File: config.mk
export PLATFORM = sky130hd
export DESIGN_NAME = ccm_cycle_count_monitor
export DESIGN_NICKNAME = d
export VERILOG_FILES = /design/src/verilog/ccm_pkg.sv /design/src/verilog/ccm_cycle_count_monitor.sv
export VERILOG_INCLUDE_DIRS = /design/src /design/src/verilog
export SDC_FILE = /design/constraint.sdc
export NUM_CORES = 2
export LEC_CHECK = 0
export BUFFER_PORTS_ARGS = -buffer_cell sky130_fd_sc_hd__buf_2
export CORE_MARGIN = 10
export CORE_UTILIZATION = 54
export DETAILED_ROUTE_END_ITERATION = 10
export HOLD_SLACK_MARGIN = 0.03
export PLACE_DENSITY = 0.7
export SYNTH_ARGS = -nofsm -noshare
export SYNTH_HDL_FRONTEND = slang
export SYNTH_SLANG_ARGS = --single-unit
export TNS_END_PERCENT = 1
File: constraint.sdc
create_clock -name clock -period 15.4 [get_ports clock]
set_input_delay 3.08 -clock clock [delete_from_list [all_inputs] [get_ports clock]]
set_output_delay 3.08 -clock clock [all_outputs]
set_load 0.01 [all_outputs]
File: src/verilog/ccm_defines.svh
// offsets, field positions, reset values and sizes of the cycle count monitor
`ifndef CCM_DEFINES_SVH
`define CCM_DEFINES_SVH

// =====================================================================
// sizes
`define CCM_CNT_NUM 18
`define CCM_CNT_W 32
`define CCM_TSC_W 64
`define CCM_ADDR_W 12
`define CCM_DATA_W 32
`define CCM_THREADS 2

// =====================================================================
// register offsets (byte addresses)
`define CCM_CNT_BASE 12'h000
`define CCM_CFG_BASE 12'h100
`define CCM_TSC_LO 12'h200
`define CCM_TSC_HI 12'h204
`define CCM_STAT 12'h208
`define CCM_PAGE_MASK 12'hF00

// =====================================================================
// counter_config_register fields
`define CCM_CFG_EN 0
`define CCM_CFG_CMP 1
`define CCM_CFG_COMPL 2
`define CCM_CFG_THR_LSB 4
`define CCM_CFG_THR_MSB 7
`define CCM_CFG_IEN 8
`define CCM_CFG_OVF 9
`define CCM_CFG_EVS_LSB 12
`define CCM_CFG_EVS_MSB 14
`define CCM_CFG_T0K 16
`define CCM_CFG_T0U 17
`define CCM_CFG_T1K 18
`define CCM_CFG_T1U 19
`define CCM_CFG_WMASK 32'h000F_71F7
`define CCM_CFG_RST 32'h0000_0000

// =====================================================================
// status register fields
`define CCM_STAT_PSAVE 0
`define CCM_STAT_SLEEP 1
`define CCM_STAT_BUSCLK 2
`define CCM_STAT_RUN_LSB 4

`endif

File: src/verilog/ccm_pkg.sv
// types of the cycle count monitor
`include "ccm_defines.svh"

package ccm_pkg;

   // =====================================================================
   // event select codes; null event leaves the counter idle
   typedef enum logic [2:0] {
      CCM_EV_NULL,
      CCM_EV_RUNNING,
      CCM_EV_CLOCK
   } ccm_event_t;

   // =====================================================================
   // whole state of the block
   typedef struct packed {
      logic sleep_q1;
      logic sleep_q2;
      logic busclk_q1;
      logic busclk_q2;
      logic [`CCM_CNT_NUM-1:0][`CCM_CNT_W-1:0] cnt;
      logic [`CCM_CNT_NUM-1:0][`CCM_DATA_W-1:0] cfg;
      logic [`CCM_TSC_W-1:0] tsc;
      logic [`CCM_DATA_W-1:0] tsc_hi_snap;
      logic [`CCM_DATA_W-1:0] rdata;
      logic irq;
      logic pkg_psave;
   } ccm_state_t;

endpackage

File: src/verilog/ccm_cycle_count_monitor.sv
// cycle counters, time-stamp counter and register port of the cycle count monitor
//
// Behaviour
// - monitor counters stop only when all threads halt
// - time-stamp stops in deep sleep
// - non-halted count per chosen logical processor
// - non-sleep count for whole package
// - counter overflow can raise an interrupt
// - 64-bit time-stamp readable, wraps modulo range
// - time-stamp runs if awake or bus clock
// - per-thread kernel and user qualifier bits
// - eighteen general counters, any usable
// - threshold 15 complement 1 counts every cycle
// - always-true threshold ignores qualifiers
// - package power-saves when all threads halted
// - non-sleep count runs while one thread runs
// - halt transition cycles may be counted
// - time-stamp continues while monitors powered down
// - two logical processors per package
`timescale 1ns/1ps
`default_nettype none
`include "ccm_defines.svh"

module ccm_cycle_count_monitor
   import ccm_pkg::*;
(
   input wire logic clock,
   input wire logic rst,
   input wire logic ce,
   input wire logic [`CCM_ADDR_W-1:0] addr,
   input wire logic [`CCM_DATA_W-1:0] wdata,
   input wire logic wr,
   input wire logic rd,
   output logic [`CCM_DATA_W-1:0] rdata,
   input wire logic ht_enable,
   input wire logic [`CCM_THREADS-1:0] thread_halted,
   input wire logic [`CCM_THREADS-1:0] thread_psave,
   input wire logic [`CCM_THREADS-1:0] thread_kernel,
   input wire logic sleep_pin,
   input wire logic bus_clk_active,
   output logic pkg_psave,
   output logic irq
);

   // =====================================================================
   // functions

   // register index of a counter or config word, valid flag on top
   function automatic logic [5:0] ccm_index(input logic [`CCM_ADDR_W-1:0] a,
                                            input logic [`CCM_ADDR_W-1:0] base);
      logic [4:0] idx;
      logic ok;
      idx = a[6:2];
      ok = ((a & `CCM_PAGE_MASK) == base) && (a[7] == 1'b0) && (a[1:0] == 2'h0)
           && (idx < 5'(`CCM_CNT_NUM));
      return {ok, idx};
   endfunction

   // qualified running-thread events, or 1 for the clock event, this cycle, 0 to 2
   function automatic logic [1:0] ccm_events(input logic [`CCM_DATA_W-1:0] c,
                                             input logic [`CCM_THREADS-1:0] run,
                                             input logic [`CCM_THREADS-1:0] krn);
      logic q0;
      logic q1;
      logic [1:0] n;
      q0 = 1'b0;
      q1 = 1'b0;
      n = 2'h0;
      case (ccm_event_t'(c[`CCM_CFG_EVS_MSB:`CCM_CFG_EVS_LSB]))
         CCM_EV_RUNNING: begin
            // qualifier bits pick thread and privilege
            q0 = krn[0] ? c[`CCM_CFG_T0K] : c[`CCM_CFG_T0U];
            q1 = krn[1] ? c[`CCM_CFG_T1K] : c[`CCM_CFG_T1U];
            n = {1'b0, run[0] & q0} + {1'b0, run[1] & q1};
         end
         CCM_EV_CLOCK: begin
            n = 2'h1;
         end
         default: begin
            n = 2'h0;
         end
      endcase
      return n;
   endfunction

   // amount a counter advances: raw event count or threshold outcome
   function automatic logic [1:0] ccm_step(input logic [`CCM_DATA_W-1:0] c,
                                           input logic [1:0] ev);
      logic [3:0] thr;
      logic hit;
      thr = c[`CCM_CFG_THR_MSB:`CCM_CFG_THR_LSB];
      hit = c[`CCM_CFG_COMPL] ? ({2'h0, ev} <= thr) : ({2'h0, ev} > thr);
      if (!c[`CCM_CFG_EN]) begin
         return 2'h0;
      end
      // a null event keeps the counter disabled
      if (ccm_event_t'(c[`CCM_CFG_EVS_MSB:`CCM_CFG_EVS_LSB]) == CCM_EV_NULL) begin
         return 2'h0;
      end
      if (c[`CCM_CFG_CMP]) begin
         return {1'b0, hit};
      end
      return ev;
   endfunction

   // =====================================================================
   // state

   ccm_state_t s_r;
   ccm_state_t s_nxt;
   logic [`CCM_THREADS-1:0] run;
   logic all_halted;
   logic tsc_run;
   logic [5:0] wcnt;
   logic [5:0] wcfg;
   logic [5:0] rcnt;
   logic [5:0] rcfg;

   always_comb begin
      s_nxt = s_r;
      // two-stage synchronisers for the pins
      s_nxt.sleep_q1 = sleep_pin;
      s_nxt.sleep_q2 = s_r.sleep_q1;
      s_nxt.busclk_q1 = bus_clk_active;
      s_nxt.busclk_q2 = s_r.busclk_q1;

      // two threads
      // thread 1 only exists with multithreading on
      // running thread
      // halt entry counts
      // the core raises halted only once the halt has completed, so the
      // transition cycles still count as running
      run[0] = !thread_halted[0] && !thread_psave[0];
      run[1] = ht_enable && !thread_halted[1] && !thread_psave[1];

      all_halted = ht_enable ? (&thread_halted) : thread_halted[0];
      s_nxt.pkg_psave = all_halted;

      tsc_run = !s_r.sleep_q2 || s_r.busclk_q2;
      if (tsc_run) begin
         s_nxt.tsc = s_r.tsc + `CCM_TSC_W'(1);
      end

      wcnt = ccm_index(addr, `CCM_CNT_BASE);
      wcfg = ccm_index(addr, `CCM_CFG_BASE);
      rcnt = wcnt;
      rcfg = wcfg;

      for (int i = 0; i < `CCM_CNT_NUM; i++) begin
         logic [1:0] st;
         logic [`CCM_CNT_W:0] sum;
         st = 2'h0;
         sum = '0;
         // package-wide gating
         // powered-down monitor hardware freezes every counter
         if (!all_halted) begin
            st = ccm_step(s_r.cfg[i], ccm_events(s_r.cfg[i], run, thread_kernel));
         end
         sum = {1'b0, s_r.cnt[i]} + {{(`CCM_CNT_W-1){1'b0}}, st};
         s_nxt.cnt[i] = sum[`CCM_CNT_W-1:0];
         // software write to a config word; overflow is write-one-to-clear
         if (wr && wcfg[5] && (wcfg[4:0] == 5'(i))) begin
            s_nxt.cfg[i] = (wdata & `CCM_CFG_WMASK) |
                           (s_r.cfg[i] & ~`CCM_CFG_WMASK);
            if (wdata[`CCM_CFG_OVF]) begin
               s_nxt.cfg[i][`CCM_CFG_OVF] = 1'b0;
            end
         end
         // a load beats the increment
         if (wr && wcnt[5] && (wcnt[4:0] == 5'(i))) begin
            s_nxt.cnt[i] = wdata;
         end else if (sum[`CCM_CNT_W]) begin
            // overflow flag
            // set wins over a clear in the same cycle
            s_nxt.cfg[i][`CCM_CFG_OVF] = 1'b1;
         end
      end

      s_nxt.irq = 1'b0;
      for (int i = 0; i < `CCM_CNT_NUM; i++) begin
         if (s_nxt.cfg[i][`CCM_CFG_OVF] && s_nxt.cfg[i][`CCM_CFG_IEN]) begin
            s_nxt.irq = 1'b1;
         end
      end

      // =====================================================================
      // read port; data stand one cycle only
      s_nxt.rdata = '0;
      if (rd) begin
         if (rcnt[5]) begin
            s_nxt.rdata = s_r.cnt[rcnt[4:0]];
         end else if (rcfg[5]) begin
            s_nxt.rdata = s_r.cfg[rcfg[4:0]];
         end else begin
            case (addr)
               `CCM_TSC_LO: begin
                  // read stamp
                  // low half read snapshots the high half so a pair is coherent
                  s_nxt.rdata = s_r.tsc[31:0];
                  s_nxt.tsc_hi_snap = s_r.tsc[63:32];
               end
               `CCM_TSC_HI: begin
                  s_nxt.rdata = s_r.tsc_hi_snap;
               end
               `CCM_STAT: begin
                  s_nxt.rdata[`CCM_STAT_PSAVE] = s_r.pkg_psave;
                  s_nxt.rdata[`CCM_STAT_SLEEP] = s_r.sleep_q2;
                  s_nxt.rdata[`CCM_STAT_BUSCLK] = s_r.busclk_q2;
                  s_nxt.rdata[`CCM_STAT_RUN_LSB+1:`CCM_STAT_RUN_LSB] = run;
               end
               default: begin
                  s_nxt.rdata = '0;
               end
            endcase
         end
      end
   end

   always_ff @(posedge clock) begin
      if (rst) begin
         s_r <= '0;
      end else if (ce) begin
         s_r <= s_nxt;
      end
   end

   assign rdata = s_r.rdata;
   assign pkg_psave = s_r.pkg_psave;
   assign irq = s_r.irq;

   // =====================================================================
   // assertions

   logic c0_wr;
   logic c0_always;
   logic [`CCM_DATA_W-1:0] cfg0;
   logic t0_qual;
   assign cfg0 = s_r.cfg[0];
   assign t0_qual = thread_kernel[0] ? cfg0[`CCM_CFG_T0K] : cfg0[`CCM_CFG_T0U];
   assign c0_wr = wr && (addr == `CCM_CNT_BASE);
   assign c0_always = cfg0[`CCM_CFG_EN] && cfg0[`CCM_CFG_CMP] && cfg0[`CCM_CFG_COMPL]
                      && (cfg0[`CCM_CFG_THR_MSB:`CCM_CFG_THR_LSB] == 4'hF)
                      && (cfg0[`CCM_CFG_EVS_MSB:`CCM_CFG_EVS_LSB] != 3'h0);
endmodule
`default_nettype wire

==> summary.md <==
The run finished with clean final reports. Dividing the synthesized area by the synthesized cell count gives 7.52 µm². The type of destination of the critical path was a flip-flop. After detailed routing, the number of remaining DRC violations is 0. The post-CTS setup buffer count was 0; the area growth from synthesis to layout was 7.54%. Synthesis produced a netlist with a net count of 8473. For the share of total power in combinational logic, the log shows 0.059. The wire length per cell works out to 26.3 µm. The post-cts repair resize count is 0.

Broken down by cell family, the worst path's largest delay share belongs to compound AO/OA/AOI/OAI gates. The tools report the startpoint type of the worst setup path as a primary input. The switching portion of total power works out to 0.259.

The fraction of registers with async set or reset after synthesis came out at 0. The most prevalent standard cell on the critical path was sky130_fd_sc_hd__ha_1. Number of design-rule violations left by the first detailed-router iteration: 11000.

The first global-routing pass estimated 373000 µm of wire. For the overall track demand over capacity in global routing, the log shows 0.365. The sequential group share of total power is 0.436, and the largest incremental delay on the critical path is 0.74 ns.

The clock period minus worst slack is 8.80 ns, and the hold path depth is 2. The synthesized design contains 0 enable-type register cells. For the worst path required time, the log shows 16.09 ns.

The number of hold buffers added after CTS came out at 0. By area the synthesized netlist is led by sky130_fd_sc_hd__dfxtp_1 32%, sky130_fd_sc_hd__nand2_1 10%, sky130_fd_sc_hd__mux4_2 8.7%. The number of distinct standard cells referenced by the synthesized netlist was 84.

Once detail routing completed, the nets flagged for antenna violations numbered 0. The congestion estimate from routability-driven global placement came to 1.03. The final max-slew violation count came out at 0. In the final layout, the multi-input gates occupy 0.0393 mm². TritonCTS built the clock tree. The tools report the global route total overflow as 0. Number of cells on the worst reg-to-reg path: 19.

The critical path is of the primary input to flip-flop type. Setup repair after global routing left no endpoint under its margin. Buffers inserted during clock tree synthesis total 115. The footprint of the flip-flops and latches was 0.0200 mm². The most used flip-flop cell after synthesis was sky130_fd_sc_hd__dfxtp_1. For the count of final hold-check violations, the log shows 0. The fraction of final layout cells sized beyond drive strength 1 is 0.0904. The share of the synthesized area in the top cell type was 0.320. The initial antenna violation count is 35, and the tightest slew margin relative to the limit is 0.108.

The clock arrives with 0.0224 ns of skew. The critical path goes through buf_2 -> mux2i_1 -> nor2_1 -> ha_1 -> a21oi_1 -> or2_2 -> ha_1 -> inv_1 -> a21oi_1 -> a2111oi_0 -> xnor2_1 -> a221oi_1 -> ha_1 -> fa_1 -> nand3_2 -> or4_1 -> nor4_1 -> a41oi_1 -> o221a_2 -> a41oi_1. The total power is 5950 µW.

The path class of the tightest hold or removal check is flip-flop to flip-flop. sky130_fd_sc_hd__nand2_1 is the most common cell in the netlist. The run gives 92 as the I/O pin count. Clock group share of total power: 0.505. Sorting the synthesized cells by how often they occur yields 1720 x sky130_fd_sc_hd__nand2_1, 998 x sky130_fd_sc_hd__dfxtp_1, 920 x sky130_fd_sc_hd__a21oi_1. The die covers 0.130 mm². Counting flops and latches in the post-synthesis netlist gives 998. Max-cap violations in this run came to 0. Power spread over the standard cell area amounts to 88.6 mW/mm².

Summed over all instances, the cell type with the most area after synthesis is sky130_fd_sc_hd__dfxtp_1. Counting buffers and inverters, the worst setup path is 20 cells deep. Row generation in the floorplan step produced 124 rows. Count of non-filler cells in the finished layout: 9533.

The internal portion of the total power is 4410 µW. After detailed placement, the design holds a cell count of 9306. The number of instances in the synthesized netlist was 8306; the via count of the first global-routing pass was 58700. The cell area that synthesis handed to floorplanning was 0.0625 mm². The total number of nets in the final design was 8078. Input and output buffers added on the ports amount to 91. In this run the worst path has a maximum fanout of 18.

Across the VDD grid, the largest voltage drop is 94.2 µV. For the worst-skew pair, the clock arrives at the later sink with an insertion delay of 0.77 ns. The logs give 0.545 for the initial standard-cell utilization of the core and 0 for the number of synthesis warnings.

The clock edge transition at the registers on the reported setup and hold paths is 0.06 ns, and the ratio of final minimum period to clock period is 0.571. The analysis attributes to cell leakage a power of 0.0213 µW. Entering global routing, the biggest net connects 226 pins. The tools report the setup slack of the worst register-to-register path as 9.22 ns. Detailed placement finished with a half-perimeter wire length of 169000 µm. The clock passes through at most 3 buffers.

The x dimension of the die is 360 µm, and the total core area is 0.115 mm². CTS built an H-tree with a depth of 3. The net switching power of the design was 1540 µW. Setup violations remaining at the end of the flow were counted as 0. The post-layout utilization of the core was 0.586; the pin slew with the least headroom to its limit was 1.33 ns. STA puts the critical path data arrival time at 9.49 ns. The average via count per standard cell is 6.95, and the fmax is 114 MHz.

The total vias in the final route came out at 66300. The tools report the proportion of synthesized chip area in sequential cells as 0.320. The largest individual stage delay along the critical path comes from the cell sky130_fd_sc_hd__a221oi_1. The filler cells instantiated in the layout total 10500. The clock root buffer master is sky130_fd_sc_hd__clkbuf_16. The number of buffer and inverter stages on the critical path is 2, and the floorplan die height is 360 µm.

For the wire length after detailed routing, the log shows 251000 µm. The first detailed-routing pass took 9 iterations. Setup total negative slack on the finished layout was measured at 0 ns. The tools report the sink count of the clock tree as 998.
[routing by layer]
metal	wire (µm)	vias up	global-route usage	share of wire
met5	158	-	0	0.00063
met4	16800	24	0.207	0.067
met3	33600	894	0.102	0.13
met2	105000	4444	0.534	0.42
met1	95100	31600	0.481	0.38
li1	-	29300	-	-
[logic make-up (layout without fill, tap and decap cells)]
| group | after synthesis | count (layout) | synth area share |
|---|---|---|---|
| and+or+nand+nor | 3545 | 3545 | 0.259 |
| adders and majority gates | 109 | 109 | 0.0240 |
| DFF | 998 | 998 | 0.320 |
| muxes | 322 | 322 | 0.0997 |
| xor gates and xnor gates | 70 | 70 | 0.00982 |
| buffers and inverters | 839 | 540 | 0.0531 |
| other | 0 | 14 | 0 |
| AOI/OAI and AO/OA | 2423 | 2423 | 0.235 |
[final timing paths]
path / end / startpoint
worst min register to register: s_r[55] / s_r[55]
worst max register to register: irq / s_r[243]
worst min-delay path: s_r[55] / s_r[55]
worst max-delay path: irq / thread_kernel[0]
[final cells by class]
class / instances / share of cell area
inverter: 121 / 0.00687
antenna: 14 / 0.000522
multi-input combinational: 6469 / 0.585
sequential: 998 / 0.297
timing repair buffer: 206 / 0.0210
clock buffer: 153 / 0.0487
clock inverter: 60 / 0.0125
tap: 1512 / 0.0282
[sequential cells by signal (all words and copies together) (netlist names)]
register,cells
s_nxt,2
rdata,32
cfg0,16
s_r,946
irq,1
pkg_psave,1
[tightest hold or removal path, delay by kind of cell, from the launching register on]
family | cells | cell delay, ns
DFF | 1 | 0.31
and+or+nand+nor | 1 | 0.05
AOI/OAI and AO/OA | 1 | 0.05
[power by group through the flow]
stage	sequential, µW	combinational [µW]	clock, µW
3_3_place_gp	2650	332	0
2_1_floorplan	2650	212	0
6_report	2600	350	3010
5_1_grt	2600	356	3100
3_5_place_dp	2650	334	0
4_1_cts	2600	334	3010
[per-stage QoR]
step	cell area [µm²]	setup WS (ns)	hold WS, ns
global placement	63000	6.03	0.443
floorplan	62500	7.04	0.436
CTS	67100	6.65	0.459
global route	67100	6.09	0.478
detailed placement	63000	5.86	0.450
finish	67200	6.60	0.458
[placed cells by master (no fill, tap or decap), types with 88 or more instances in the layout]
master and instances:
sky130_fd_sc_hd__nor2_1 614, sky130_fd_sc_hd__ha_1 91, sky130_fd_sc_hd__inv_1 117, sky130_fd_sc_hd__nand2_1 1720, sky130_fd_sc_hd__or3_1 88, sky130_fd_sc_hd__clkbuf_16 115
sky130_fd_sc_hd__buf_4 112, sky130_fd_sc_hd__a22oi_1 132, sky130_fd_sc_hd__a21oi_1 920, sky130_fd_sc_hd__nor3_1 149, sky130_fd_sc_hd__dfxtp_1 998, sky130_fd_sc_hd__nand4_1 130
sky130_fd_sc_hd__and3_1 103, sky130_fd_sc_hd__mux4_2 240, sky130_fd_sc_hd__o21ai_0 589, sky130_fd_sc_hd__a211oi_1 224, sky130_fd_sc_hd__nand3_1 322, sky130_fd_sc_hd__o31ai_1 112
No activity file was read; power rests on OpenSTA's default activity.
